$ cat config.mk
export PLATFORM = sky130hd
export DESIGN_NAME = iokw_top
export DESIGN_NICKNAME = d
export VERILOG_FILES = /design/src/rtl/iokw_pkg.sv /design/src/rtl/iokw_top.sv
export SDC_FILE = /design/constraint.sdc
export NUM_CORES = 1
export LEC_CHECK = 0
export BUFFER_PORTS_ARGS = -buffer_cell sky130_fd_sc_hd__clkbuf_2
export CAP_MARGIN = 20
export CORE_MARGIN = 8
export CORE_UTILIZATION = 48
export DETAILED_ROUTE_END_ITERATION = 12
export PLACE_DENSITY = 0.7
export SYNTH_ARGS = -nofsm -noshare
export SYNTH_HDL_FRONTEND = slang
export SYNTH_SLANG_ARGS = --single-unit
$ cat constraint.sdc
create_clock -name SYS_CLK -period 5.3 [get_ports SYS_CLK]
set_clock_uncertainty 0.2 [all_clocks]
set_input_delay 0 -clock SYS_CLK [delete_from_list [all_inputs] [get_ports SYS_CLK]]
set_output_delay 0 -clock SYS_CLK [all_outputs]
set_load 0.02 [all_outputs]
$ cat src/rtl/iokw_pkg.sv
// constants, field layouts and carrier types of the key-wakeup I/O port block
//
// What this block does
// - Twenty programmable pins are provided: port A with eight bits, port B with eight and port D with four.
// - A data write loads the output latch and the buffer latch together; a data read returns the pin, a buffer read the latch.
// - While wakeup is on, any enabled pin whose level differs from its latched value raises a wakeup request, port D pins only while the serial interface is off.
// - Every pin has its own wakeup enable, independent of its direction and data settings.
// - A triggered wakeup pin is a wakeup source that makes the sleep controller restart the clock and resume execution.
// - With the serial interface on, port D bits 0 to 3 carry chip select, shift clock, transmit data and receive data.
// - While the serial interface is on, its four pins are no general I/O and writes to their I/O settings have no effect.
// - Four LED brightness outputs of 256 levels go either to port B bits 0 to 3 or to port A bits 0 to 3.
package iokw_pkg;

	// ----------------------------------------------------------------
	// geometry
	// ----------------------------------------------------------------
	localparam int PORT_CNT  = 3;
	localparam int PORT_W    = 8;
	localparam int PORT_D_W  = 4;
	localparam int PIN_CNT   = 20;
	localparam int PWM_CH    = 4;
	localparam int PWM_W     = 8;
	localparam int ADDR_W    = 8;
	localparam int DATA_W    = 32;

	// ----------------------------------------------------------------
	// register map (byte addresses)
	// ----------------------------------------------------------------
	localparam logic [7:0] PORT_STRIDE = 8'h10;
	localparam logic [7:0] OFS_DATA    = 8'h00;
	localparam logic [7:0] OFS_BUF     = 8'h04;
	localparam logic [7:0] OFS_DIR     = 8'h08;
	localparam logic [7:0] OFS_WAKE    = 8'h0c;
	localparam logic [7:0] ADR_CTRL    = 8'h30;
	localparam logic [7:0] ADR_DUTY    = 8'h34;
	localparam logic [7:0] ADR_STAT    = 8'h38;
	localparam logic [7:0] ADR_MASK    = 8'h3c;

	// ----------------------------------------------------------------
	// field positions
	// ----------------------------------------------------------------
	localparam int SPI_CS_BIT  = 0;
	localparam int SPI_SCK_BIT = 1;
	localparam int SPI_TX_BIT  = 2;
	localparam int SPI_RX_BIT  = 3;
	localparam int INT_W       = 3;
	localparam int PORT_A      = 0;
	localparam int PORT_B      = 1;
	localparam int PORT_D      = 2;

	// ----------------------------------------------------------------
	// reset values
	// ----------------------------------------------------------------
	localparam logic [7:0]  RST_PORT = 8'h00;
	localparam logic [31:0] RST_DUTY = 32'h0000_0000;
	localparam logic [2:0]  RST_INT  = 3'h0;

	// control word, low four bits of the control register
	typedef struct packed {
		logic wake_on;   // bit 3: global key-change wakeup enable
		logic pwm_route; // bit 2: 0 = port B, 1 = port A
		logic pwm_en;    // bit 1: LED brightness outputs on
		logic spi_en;    // bit 0: serial interface owns port D
	} iokw_ctrl_t;

	localparam iokw_ctrl_t RST_CTRL = '{wake_on: 1'b0, pwm_route: 1'b0, pwm_en: 1'b0, spi_en: 1'b0};

	// per-port settings
	typedef struct packed {
		logic [7:0] latch; // output data latch, also the buffer
		logic [7:0] dir;   // 1 = output
		logic [7:0] wake;  // per-pin wakeup enable
	} iokw_port_t;

endpackage : iokw_pkg

$ cat src/rtl/iokw_top.sv
// key-wakeup general I/O block with serial and LED brightness pin sharing
module iokw_top
#(
	parameter int DATA_W = 32
)
(
	input  wire logic                SYS_CLK,
	input  wire logic                RST_N,
	input  wire logic [7:0]          ADDR,
	input  wire logic [DATA_W-1:0]   WDATA,
	input  wire logic                WR,
	input  wire logic                RD,
	output logic      [DATA_W-1:0]   RDATA,
	input  wire logic [7:0]          PORT_A_PINS_I,
	output logic      [7:0]          PORT_A_PINS_O,
	output logic      [7:0]          PORT_A_PINS_OE,
	input  wire logic [7:0]          PORT_B_PINS_I,
	output logic      [7:0]          PORT_B_PINS_O,
	output logic      [7:0]          PORT_B_PINS_OE,
	input  wire logic [3:0]          PORT_D_PINS_I,
	output logic      [3:0]          PORT_D_PINS_O,
	output logic      [3:0]          PORT_D_PINS_OE,
	input  wire logic                SERIAL_CHIP_SELECT_N,
	input  wire logic                SERIAL_SHIFT_CLOCK,
	input  wire logic                SERIAL_TRANSMIT_DATA,
	output logic                     SERIAL_RECEIVE_DATA,
	output logic                     WAKE_REQ,
	output logic                     IRQ
);

	// ----------------------------------------------------------------
	// elaboration checks
	// ----------------------------------------------------------------
	if (DATA_W < 32)
	begin : g_bad_width
		$error("iokw_top: DATA_W must be at least 32");
	end

	// ----------------------------------------------------------------
	// state
	// ----------------------------------------------------------------
	iokw_pkg::iokw_port_t                      port_q [iokw_pkg::PORT_CNT];
	iokw_pkg::iokw_port_t                      port_d [iokw_pkg::PORT_CNT];
	iokw_pkg::iokw_ctrl_t                      ctrl_q;
	iokw_pkg::iokw_ctrl_t                      ctrl_d;
	logic [31:0]                               duty_q;
	logic [31:0]                               duty_d;
	logic [iokw_pkg::INT_W-1:0]                stat_q;
	logic [iokw_pkg::INT_W-1:0]                stat_d;
	logic [iokw_pkg::INT_W-1:0]                mask_q;
	logic [iokw_pkg::INT_W-1:0]                mask_d;
	logic [DATA_W-1:0]                         rdata_q;
	logic [DATA_W-1:0]                         rdata_d;
	logic                                      irq_q;
	logic                                      irq_d;
	logic [iokw_pkg::PIN_CNT-1:0]              sync1_q;
	logic [iokw_pkg::PIN_CNT-1:0]              sync2_q;
	logic [iokw_pkg::PIN_CNT-1:0]              sync3_q;
	logic [iokw_pkg::PIN_CNT-1:0]              pin_flt_q;
	logic [iokw_pkg::PIN_CNT-1:0]              pin_flt_d;
	logic [iokw_pkg::INT_W-1:0]                miss_prev_q;
	logic [iokw_pkg::INT_W-1:0]                miss_now;
	logic [iokw_pkg::PWM_W-1:0]                pwm_cnt_q;
	logic [iokw_pkg::PWM_W-1:0]                pwm_cnt_d;
	logic [iokw_pkg::PWM_CH-1:0]               pwm_bit;
	logic [7:0]                                out_q [iokw_pkg::PORT_CNT];
	logic [7:0]                                out_d [iokw_pkg::PORT_CNT];
	logic [7:0]                                oe_q  [iokw_pkg::PORT_CNT];
	logic [7:0]                                oe_d  [iokw_pkg::PORT_CNT];
	logic                                      rx_q;
	logic                                      rx_d;
	logic [iokw_pkg::PIN_CNT-1:0]              raw_pins;
	logic [iokw_pkg::PIN_CNT-1:0]              flat_latch;
	logic [iokw_pkg::PIN_CNT-1:0]              flat_wake;
	logic [iokw_pkg::PIN_CNT-1:0]              raw_miss;
	logic [7:0]                                pin_flt [iokw_pkg::PORT_CNT];

	// ----------------------------------------------------------------
	// pin input filtering
	// ----------------------------------------------------------------
	assign raw_pins = {PORT_D_PINS_I, PORT_B_PINS_I, PORT_A_PINS_I};
	assign pin_flt[iokw_pkg::PORT_A] = pin_flt_q[7:0];
	assign pin_flt[iokw_pkg::PORT_B] = pin_flt_q[15:8];
	assign pin_flt[iokw_pkg::PORT_D] = {4'h0, pin_flt_q[19:16]};

	// a level counts only once stages two and three agree
	always_comb
	begin
		pin_flt_d = ((sync2_q ~^ sync3_q) & sync3_q) | ((sync2_q ^ sync3_q) & pin_flt_q);
	end

	always_ff @(posedge SYS_CLK or negedge RST_N)
	begin
		if (!RST_N)
		begin
			sync1_q   <= '0;
			sync2_q   <= '0;
			sync3_q   <= '0;
			pin_flt_q <= '0;
		end
		else
		begin
			sync1_q   <= raw_pins;
			sync2_q   <= sync1_q;
			sync3_q   <= sync2_q;
			pin_flt_q <= pin_flt_d;
		end
	end

	// ----------------------------------------------------------------
	// wakeup compare
	// ----------------------------------------------------------------
	// flattened latch and enable; port D is kept out while the serial interface owns it
	assign flat_latch = {port_q[iokw_pkg::PORT_D].latch[3:0], port_q[iokw_pkg::PORT_B].latch,
	                     port_q[iokw_pkg::PORT_A].latch};
	assign flat_wake  = {port_q[iokw_pkg::PORT_D].wake[3:0] & {4{~ctrl_q.spi_en}},
	                     port_q[iokw_pkg::PORT_B].wake, port_q[iokw_pkg::PORT_A].wake};

	// pure gates on the pins: still valid with the system clock stopped
	assign raw_miss = (raw_pins ^ flat_latch) & flat_wake & {iokw_pkg::PIN_CNT{ctrl_q.wake_on}};
	assign WAKE_REQ = |raw_miss;

	// filtered per-port mismatch feeds the interrupt status
	always_comb
	begin
		for (int p = 0; p < iokw_pkg::PORT_CNT; p++)
		begin
			miss_now[p] = ctrl_q.wake_on & (|((pin_flt[p] ^ port_q[p].latch) & port_q[p].wake));
		end
		miss_now[iokw_pkg::PORT_D] = miss_now[iokw_pkg::PORT_D] & ~ctrl_q.spi_en;
	end

	// ----------------------------------------------------------------
	// led brightness generator
	// ----------------------------------------------------------------
	// duty 0 is dark, 255 is on for 255 of 256 counts
	always_comb
	begin
		pwm_cnt_d = pwm_cnt_q + 8'h01;
		for (int c = 0; c < iokw_pkg::PWM_CH; c++)
		begin
			pwm_bit[c] = pwm_cnt_q < duty_q[c*iokw_pkg::PWM_W +: iokw_pkg::PWM_W];
		end
	end

	// ----------------------------------------------------------------
	// register writes
	// ----------------------------------------------------------------
	always_comb
	begin
		logic [7:0] base;
		logic       lock;
		base   = '0;
		lock   = 1'b0;
		ctrl_d = ctrl_q;
		duty_d = duty_q;
		mask_d = mask_q;
		for (int p = 0; p < iokw_pkg::PORT_CNT; p++)
		begin
			port_d[p] = port_q[p];
			base      = 8'(p) * iokw_pkg::PORT_STRIDE;
			// port D settings are frozen while the serial interface owns the pins
			lock      = (p == iokw_pkg::PORT_D) && ctrl_q.spi_en;
			if (WR && !lock)
			begin
				if (ADDR == base + iokw_pkg::OFS_DATA)
				begin
					port_d[p].latch = WDATA[7:0];
				end
				if (ADDR == base + iokw_pkg::OFS_DIR)
				begin
					port_d[p].dir = WDATA[7:0];
				end
				if (ADDR == base + iokw_pkg::OFS_WAKE)
				begin
					port_d[p].wake = WDATA[7:0];
				end
			end
			if (p == iokw_pkg::PORT_D)
			begin
				port_d[p].latch[7:4] = 4'h0;
				port_d[p].dir[7:4]   = 4'h0;
				port_d[p].wake[7:4]  = 4'h0;
			end
		end
		if (WR && ADDR == iokw_pkg::ADR_CTRL)
		begin
			ctrl_d = iokw_pkg::iokw_ctrl_t'(WDATA[3:0]);
		end
		if (WR && ADDR == iokw_pkg::ADR_DUTY)
		begin
			duty_d = WDATA[31:0];
		end
		if (WR && ADDR == iokw_pkg::ADR_MASK)
		begin
			mask_d = WDATA[iokw_pkg::INT_W-1:0];
		end
	end

	// ----------------------------------------------------------------
	// read data and sticky status
	// ----------------------------------------------------------------
	// new mismatch edge wins over a clearing read in the same cycle
	always_comb
	begin
		logic [7:0] base;
		base    = '0;
		rdata_d = '0;
		for (int p = 0; p < iokw_pkg::PORT_CNT; p++)
		begin
			base = 8'(p) * iokw_pkg::PORT_STRIDE;
			if (ADDR == base + iokw_pkg::OFS_DATA)
			begin
				rdata_d[7:0] = pin_flt[p];
			end
			if (ADDR == base + iokw_pkg::OFS_BUF)
			begin
				rdata_d[7:0] = port_q[p].latch;
			end
			if (ADDR == base + iokw_pkg::OFS_DIR)
			begin
				rdata_d[7:0] = port_q[p].dir;
			end
			if (ADDR == base + iokw_pkg::OFS_WAKE)
			begin
				rdata_d[7:0] = port_q[p].wake;
			end
		end
		case (ADDR)
			iokw_pkg::ADR_CTRL: rdata_d[3:0]  = ctrl_q;
			iokw_pkg::ADR_DUTY: rdata_d[31:0] = duty_q;
			iokw_pkg::ADR_STAT: rdata_d[2:0]  = stat_q;
			iokw_pkg::ADR_MASK: rdata_d[2:0]  = mask_q;
			default:            rdata_d       = rdata_d;
		endcase
		if (!RD)
		begin
			rdata_d = '0;
		end
		stat_d = stat_q;
		if (RD && ADDR == iokw_pkg::ADR_STAT)
		begin
			stat_d = '0;
		end
		stat_d = stat_d | (miss_now & ~miss_prev_q);
		irq_d  = |(stat_d & mask_d);
	end

	// ----------------------------------------------------------------
	// pin drive with alternate functions
	// ----------------------------------------------------------------
	always_comb
	begin
		for (int p = 0; p < iokw_pkg::PORT_CNT; p++)
		begin
			out_d[p] = port_q[p].latch;
			oe_d[p]  = port_q[p].dir;
		end
		rx_d = ctrl_q.spi_en & pin_flt[iokw_pkg::PORT_D][iokw_pkg::SPI_RX_BIT];
		if (ctrl_q.pwm_en)
		begin
			if (ctrl_q.pwm_route)
			begin
				out_d[iokw_pkg::PORT_A][3:0] = pwm_bit;
				oe_d[iokw_pkg::PORT_A][3:0]  = 4'hf;
			end
			else
			begin
				out_d[iokw_pkg::PORT_B][3:0] = pwm_bit;
				oe_d[iokw_pkg::PORT_B][3:0]  = 4'hf;
			end
		end
		if (ctrl_q.spi_en)
		begin
			out_d[iokw_pkg::PORT_D][iokw_pkg::SPI_CS_BIT]  = SERIAL_CHIP_SELECT_N;
			out_d[iokw_pkg::PORT_D][iokw_pkg::SPI_SCK_BIT] = SERIAL_SHIFT_CLOCK;
			out_d[iokw_pkg::PORT_D][iokw_pkg::SPI_TX_BIT]  = SERIAL_TRANSMIT_DATA;
			out_d[iokw_pkg::PORT_D][iokw_pkg::SPI_RX_BIT]  = 1'b0;
			oe_d[iokw_pkg::PORT_D][3:0]                    = 4'h7;
		end
	end

	// ----------------------------------------------------------------
	// registers
	// ----------------------------------------------------------------
	always_ff @(posedge SYS_CLK or negedge RST_N)
	begin
		if (!RST_N)
		begin
			for (int p = 0; p < iokw_pkg::PORT_CNT; p++)
			begin
				port_q[p] <= '{latch: iokw_pkg::RST_PORT, dir: iokw_pkg::RST_PORT, wake: iokw_pkg::RST_PORT};
				out_q[p]  <= iokw_pkg::RST_PORT;
				oe_q[p]   <= iokw_pkg::RST_PORT;
			end
			ctrl_q      <= iokw_pkg::RST_CTRL;
			duty_q      <= iokw_pkg::RST_DUTY;
			stat_q      <= iokw_pkg::RST_INT;
			mask_q      <= iokw_pkg::RST_INT;
			miss_prev_q <= iokw_pkg::RST_INT;
			rdata_q     <= '0;
			irq_q       <= 1'b0;
			rx_q        <= 1'b0;
			pwm_cnt_q   <= '0;
		end
		else
		begin
			for (int p = 0; p < iokw_pkg::PORT_CNT; p++)
			begin
				port_q[p] <= port_d[p];
				out_q[p]  <= out_d[p];
				oe_q[p]   <= oe_d[p];
			end
			ctrl_q      <= ctrl_d;
			duty_q      <= duty_d;
			stat_q      <= stat_d;
			mask_q      <= mask_d;
			miss_prev_q <= miss_now;
			rdata_q     <= rdata_d;
			irq_q       <= irq_d;
			rx_q        <= rx_d;
			pwm_cnt_q   <= pwm_cnt_d;
		end
	end

	// ----------------------------------------------------------------
	// outputs
	// ----------------------------------------------------------------
	assign RDATA               = rdata_q;
	assign IRQ                 = irq_q;
	assign SERIAL_RECEIVE_DATA = rx_q;
	assign PORT_A_PINS_O       = out_q[iokw_pkg::PORT_A];
	assign PORT_A_PINS_OE      = oe_q[iokw_pkg::PORT_A];
	assign PORT_B_PINS_O       = out_q[iokw_pkg::PORT_B];
	assign PORT_B_PINS_OE      = oe_q[iokw_pkg::PORT_B];
	assign PORT_D_PINS_O       = out_q[iokw_pkg::PORT_D][3:0];
	assign PORT_D_PINS_OE      = oe_q[iokw_pkg::PORT_D][3:0];

endmodule // iokw_top

==> flow_metrics.py, run 1 <==
metrics = {
    "status": {
        "status": "finished, final reports clean",
    },
    "grt": {
        "grt_util_all_layers_pct": 21.45,
        "use_met3_pct": 5.094,
        "grt_pass1_vias": 8275,
        "grt-ovfl-total": 0,
        "antenna_found_initial": 0,
        "met2_usage_pct": 34.26,
        "grt_max_degree": 140,
        "grt_pass1_wl_um": 47910,
        "busiest_layer": "met2",
        "grt_use_met1_pct": 27.82,
    },
    "clocking": {
        "clk_path_buf_depth": 3,
        "cts_made_buffers": 28,
        "clkSinkCount": 267,
        "htree_num_levels": 1,
        "cts_setup_buffers": 0,
        "hold_buffers": 95,
        "worst_skew_pair.late_latency_ns": 0.55,
        "cts_resized": 0,
        "cts_tree": "done",
        "ctsRootBufferMaster": "clkbuf_16",
        "clkSlewWorstSetupHoldPaths_ns": 0.06,
    },
    "floorplanning": {
        "start_util_pct": 48.43,
        "ios": 142,
        "design.core.area_sq_um": 23260,
        "die-area_sq_um": 28630,
        "dieHeight_um": 169.2,
        "rows": 56,
        "die_x_um": 169.2,
    },
    "route": {
        "wl_per_cell_um": 21.00,
        "routed_via_density": 5.397,
        "drtIter0Drc": 559,
        "drc": 0,
        "via_count": 7788,
        "antenna_left": 0,
        "drtPass1Iterations": 5,
        "drt_wl_total_um": 30300,
    },
    "sta": {
        "slew_headroom_pct": 31.34,
        "tightest_slew_ns": 1.028,
        "final_hold_viol_count": 0,
        "period_needed_ns": 2.869,
        "fin_hold_ws_ns": 0.009396,
        "rsz0062_at_grt": "no",
        "slew_viol_final": 0,
        "fin_crit_sh_pct": 54.13,
        "clock.fmax_mhz": 348.6,
        "setup_violations": 0,
        "finalSetupTns_ns": 0,
    },
    "finish": {
        "area_growth_syn_to_layout_pct": 26.03,
        "multi_input_area_sq_um": 4315,
        "final_util_pct": 61.04,
        "fin_nets": 1219,
        "diodes": 0,
        "finalNonFillerCells": 1443,
        "nFillCells": 1912,
        "fin_area_sq_um": 14200,
        "drive_gt1_share_pct": 27.67,
        "seq_area_sq_um": 6681,
    },
    "synth": {
        "synth.distinct_cells": 58,
        "synth-edff-count": 0,
        "synth.net_count": 979,
        "syn_area_per_cell_sq_um": 13.05,
        "synthArstFlopShare_pct": 100.0,
        "synth_area_leaders": "dfrtp_1 (59%), mux2_2 (9.4%), ha_1 (5.4%)",
        "yosys_most_used_dff": "dfrtp_1",
        "synth_top_area_cell": "dfrtp_1",
        "syn_area_sq_um": 11270,
        "ys_seq_area_share_pct": 59.31,
        "synth-seq-cells": 267,
        "post_synth_inst_count": 863,
        "ys_warn_count": 0,
        "yosys.area.top_type_share_pct": 59.31,
    },
    "place": {
        "portBuffers": 141,
        "placed_cell_area_sq_um": 12300,
        "finalWeightedCongestion": 0.9576,
        "hpwl_um": 20550,
        "dp.cells": 1297,
    },
    "power": {
        "clkPwrFrac_pct": 42.9,
        "swShare_pct": 24.07,
        "p_seq_share_pct": 48.4,
        "power_frac_comb_pct": 8.7,
        "p_int_uw": 3488,
        "p_per_area_nw_per_um2": 323.5,
        "ir_drop_mv": 0.2171,
        "switching_power_uw": 1106,
        "leakage_uw": 0.007062,
    },
    "worst_setup_path": {
        "crit_buf_inv": 2,
        "startpoint_type": "input port",
        "cpLargestDelayFamily": "simple AND/OR/NAND/NOR gates",
        "max_stage_delay_ns": 0.69,
        "crit_required_ns": 5.52,
        "critPathKind": "in2reg",
        "path_max_fanout": 34,
        "critPathArrivalTime_ns": 3.09,
        "crit_chain": "clkbuf_2 -> nor2b_1 -> nand2_1 -> a32oi_1 -> nand3_1 -> o21ai_1 -> a21oi_1 -> dlygate4sd3_1",
        "critPathSlowestCell": "nand2_1",
        "critPathCaptureType": "register",
    },
    "job": {
        "maxCapViolCount": 0,
    },
    "min_path": {
        "hold_class": "in2reg",
    },
}
## power groups by stage
stage	sequential, uW	clock, uW	combinational (uW)
3_3_place_gp	2260	0	337
4_1_cts	2220	2010	402
5_1_grt	2230	2090	441
3_5_place_dp	2260	0	343
6_report	2220	1970	398
2_1_floorplan	2250	0	171
## cells by family after synthesis
| kind of cell | synth area share [%] |
|---|---|
| simple gates | 8.074 |
| mux | 11.61 |
| xor+xnor | 3.576 |
| compound gates | 9.607 |
| flops | 59.31 |
| fa+ha+maj | 5.442 |
| buf+inv | 2.388 |
## registers in the layout (all words and copies together) (netlist names)
name and flops:
pwm_cnt_q 8, oe_d 8, PORT_B_PINS_O 8, port_q 16
PORT_D_PINS_O 4, IRQ 1, RDATA 32, ctrl_q 4
stat_q 3, sync3_q 20, pin_flt_q 20, PORT_A_PINS_O 8
mask_q 3, sync1_q 20, SERIAL_RECEIVE_DATA 1, duty_q 32
sync2_q 20, PORT_D_PINS_OE 4, miss_prev_q 3, PORT_A_PINS_OE 8
PORT_B_PINS_OE 8, flat_latch 20, flat_wake 16
## worst paths after layout
path,from,to,slack (ns),cells after the start
max reg2reg,pwm_cnt_q[1]$_DFF_PN0_,PORT_B_PINS_O[2]$_DFF_PN0_,3.07,6
min,WDATA[30],duty_q[30]$_DFFE_PN0P_,0.009,3
min in group asynchronous,RST_N,sync1_q[4]$_DFF_PN0_,0.40,3
max,ADDR[2],RDATA[3]$_DFF_PN0_,2.43,8
max in group asynchronous,RST_N,PORT_D_PINS_OE[0]$_DFF_PN0_,3.33,4
min reg2reg,sync1_q[18]$_DFF_PN0_,sync2_q[18]$_DFF_PN0_,0.14,0
## cell type report
class	count	area share (%)
sequential	267	47.06
multi-input combinational	529	30.39
timing repair buffer	239	12.11
clock buffer	40	5.746
tap	319	2.811
inverter	38	1.005
clock inverter	11	0.8812
## layer usage
| layer | wire, um | share of wire (%) |
|---|---|---|
| met2 | 14200 | 47 |
| met1 | 12740 | 42 |
| met5 | 0 | 0 |
| met3 | 2017 | 6.7 |
| met4 | 1343 | 4.4 |
## layout by cell type (no fill, tap or decap), types with 6 or more instances in the layout
cell	Yosys	layout
dfrtp_1	267	267
xor2_1	42	42
nor2b_1	8	8
nand3_1	12	12
a21oi_1	19	19
a31oi_1	8	8
and2_1	9	9
ha_1	49	49
nand2b_1	10	10
mux2_2	94	94
or2_2	11	11
mux2_1	9	9
mux2i_1	8	8
dlygate4sd3_1	0	94
inv_1	38	38
clkbuf_16	0	28
clkbuf_2	0	140
a21o_1	28	28
o21ai_0	30	30
a22oi_1	27	27
nand4_1	6	6
nor3_1	24	24
nor2_1	16	16
nand2_1	38	38
clkbuf_8	0	7
## through the flow
step	setup slack [ns]	power, uW
after floorplan	3.384	2422
after global placement	2.475	2593
after detailed placement	2.367	2601
after CTS	2.497	4635
after global routing	2.183	4762
final	2.431	4594
## cells in the mapped netlist (10+ instances only)
| cell | n |
|---|---|
| nand3_1 | 12 |
| nand2_1 | 38 |
| dfrtp_1 | 267 |
| a21o_1 | 28 |
| o21ai_0 | 30 |
| a21oi_1 | 19 |
| or2_2 | 11 |
| xor2_1 | 42 |
| inv_1 | 38 |
| nor3_1 | 24 |
| mux2_2 | 94 |
| nor2_1 | 16 |
| buf_2 | 14 |
| ha_1 | 49 |
| clkbuf_1 | 14 |
| a22oi_1 | 27 |
| nand2b_1 | 10 |
## worst register-to-register path, cell delays in order (launching register included)
cell	delay [ns]
dfrtp_1	0.48
ha_1	0.32
a21o_1	0.15
a21o_1	0.18
a2111oi_0	0.39
o21bai_1	0.19
a31oi_1	0.23
(Power assumes the default switching activity.)
==> run 2: changes to the inputs <==
- clock period: 5.3 -> 2.7 ns (I/O delays scaled with it)
==> run 2 against run 1 <==
  * Count of clock-buffer cells in the layout rose by 2
  * Routed wire length barely moved
  * First-iteration DRC count rose by 0.89%
  * Cell count rose by 0.83%
  * Critical path depth rose by 1
  * Worst hold slack improved by 0.011 ns
  * Non-clock buffer count rose by 14
  * Combinational power rose by 100%
  * Sequential power rose by 96%
  * Sequential share of layout area fell by 0.58 points
  * Global-route usage fell by 0.065 points
  * Critical path type unchanged
  * Largest cell class unchanged
==> flow_metrics.py, run 2 (synthesis results as in run 1) <==
metrics = {
    "floorplanning": {
        "design.core.area_sq_um": 23260,
        "die_x_um": 169.2,
        "ios": 142,
        "dieHeight_um": 169.2,
        "die-area_sq_um": 28630,
        "start_util_pct": 48.43,
        "rows": 56,
    },
    "worst_setup_path": {
        "max_stage_delay_ns": 0.58,
        "crit_chain": "dlygate4sd3_1 -> clkbuf_4 -> nor4bb_4 -> buf_4 -> and2_1 -> a221o_1 -> a221oi_1 -> a21oi_1 -> dlygate4sd3_1",
        "crit_top_cell": "dlygate4sd3_1",
        "crit_required_ns": 2.91,
        "critPathCaptureType": "register",
        "path_max_fanout": 16,
        "critPathSlowestCell": "dlygate4sd3_1",
        "cpLargestDelayFamily": "buffers and inverters",
        "critPathArrivalTime_ns": 2.84,
        "startpoint_type": "input port",
        "critPathKind": "in2reg",
        "crit_buf_inv": 4,
    },
    "clocking": {
        "cts_made_buffers": 28,
        "cts_tree": "done",
        "htree_num_levels": 1,
        "worst_skew_pair.late_latency_ns": 0.55,
        "clkSlewWorstSetupHoldPaths_ns": 0.06,
        "clk_path_buf_depth": 3,
        "ctsRootBufferMaster": "clkbuf_16",
        "clkSinkCount": 267,
    },
    "power": {
        "leakage_uw": 0.007183,
        "ir_drop_mv": 0.4204,
        "p_per_area_nw_per_um2": 630.8,
    },
    "route": {
        "routed_via_density": 5.519,
        "drt_wl_total_um": 30280,
        "drtPass1Iterations": 5,
        "wl_per_cell_um": 20.81,
        "drtIter0Drc": 564,
        "via_count": 8030,
        "antenna_left": 0,
        "drc": 0,
    },
    "grt": {
        "grt-ovfl-total": 0,
        "grt_use_met1_pct": 28.30,
        "grt_max_degree": 84,
        "antenna_found_initial": 0,
        "busiest_layer": "met2",
        "grt_util_all_layers_pct": 21.38,
        "use_met3_pct": 5.094,
        "grt_pass1_vias": 8476,
        "grt_pass1_wl_um": 48130,
        "met2_usage_pct": 34.44,
    },
    "sta": {
        "fin_crit_sh_pct": 97.43,
        "setup_violations": 0,
        "final_hold_viol_count": 0,
        "slew_viol_final": 0,
        "clock.fmax_mhz": 380.1,
        "period_needed_ns": 2.631,
        "fin_hold_ws_ns": 0.02051,
        "tightest_slew_ns": 1.003,
        "slew_headroom_pct": 33.01,
    },
    "min_path": {
        "hold_class": "in2reg",
    },
    "place": {
        "portBuffers": 141,
        "finalWeightedCongestion": 0.9442,
        "placed_cell_area_sq_um": 12430,
        "hpwl_um": 20980,
        "dp.cells": 1312,
    },
    "finish": {
        "finalNonFillerCells": 1455,
        "area_growth_syn_to_layout_pct": 27.60,
        "drive_gt1_share_pct": 28.35,
        "layout_commonest_cell": "dfrtp_1",
        "final_util_pct": 61.80,
        "layout_common_cells": "dfrtp_1 (267), clkbuf_2 (134), mux2_2 (94), dlygate4sd3_1 (92), ha_1 (49)",
        "fin_area_sq_um": 14380,
        "diodes": 0,
        "fin_nets": 1233,
    },
    "status": {
        "status": "finished, final reports clean",
    },
    "job": {
        "maxCapViolCount": 0,
    },
}
-- run 2: timing repair --
item                                   4_1_cts  5_1_grt
gates resized for setup                      0       15
endpoints found under the hold margin      419        0
hold buffers                                95        0
buffers inserted                             0        3
setup endpoints to repair                    0        5
-- run 2: path summary, 6_finish.rpt --
path / depth (start not counted) / slack [ns] / startpoint / end
max: 9 / 0.07 / ADDR[3] / RDATA[1]$_DFF_PN0_
min: 3 / 0.02 / WDATA[20] / duty_q[20]$_DFFE_PN0P_
max reg2reg: 6 / 0.28 / pin_flt_q[1]$_DFF_PN0_ / RDATA[1]$_DFF_PN0_
min reg2reg: 0 / 0.15 / sync1_q[2]$_DFF_PN0_ / sync2_q[2]$_DFF_PN0_
max in group asynchronous: 4 / 1.11 / RST_N / PORT_D_PINS_O[3]$_DFF_PN0_
min in group asynchronous: 3 / 0.39 / RST_N / PORT_A_PINS_OE[3]$_DFF_PN0_
-- run 2: area by class of cell --
cell class                 instances  area [sq um]
sequential                       267          6681
fill                            1872          8887
timing repair buffer             253          1854
clock buffer                      42         813.3
clock inverter                     7         125.1
inverter                          38         142.6
multi-input combinational        529          4359
tap                              319         399.1
-- run 2: stage by stage --
step	worst slack, ns	setup TNS (ns)	total power, uW
4_1_cts	0.02482	0	9134
5_1_grt	-0.01198	-0.01198	9397
3_3_place_gp	0.5282	0	5115
6_report	0.06926	0	9068
3_5_place_dp	0.4338	0	5131
2_1_floorplan	0.7837	0	4753
-- run 2: tightest hold or removal path: cells and delay by family --
kind,cells,cell delay (ns)
multiplexers,1,0.13
buffers and inverters,2,0.61
-- run 2: power breakdown --
| group | internal [uW] | leakage (uW) | total (uW) | switching, uW |
|---|---|---|---|---|
| combinational | 372 | 0.00322 | 814 | 442 |
| clock | 2360 | 0.000459 | 3900 | 1540 |
| sequential | 4200 | 0.00350 | 4360 | 161 |
| total | 6930 | 0.00718 | 9070 | 2140 |
-- run 2: per-layer routing --
layer / part of all wire (%) / wire, um
met5: 0 / 0
met3: 7.9 / 2387
met2: 46 / 14010
met4: 3.3 / 1008
met1: 43 / 12880
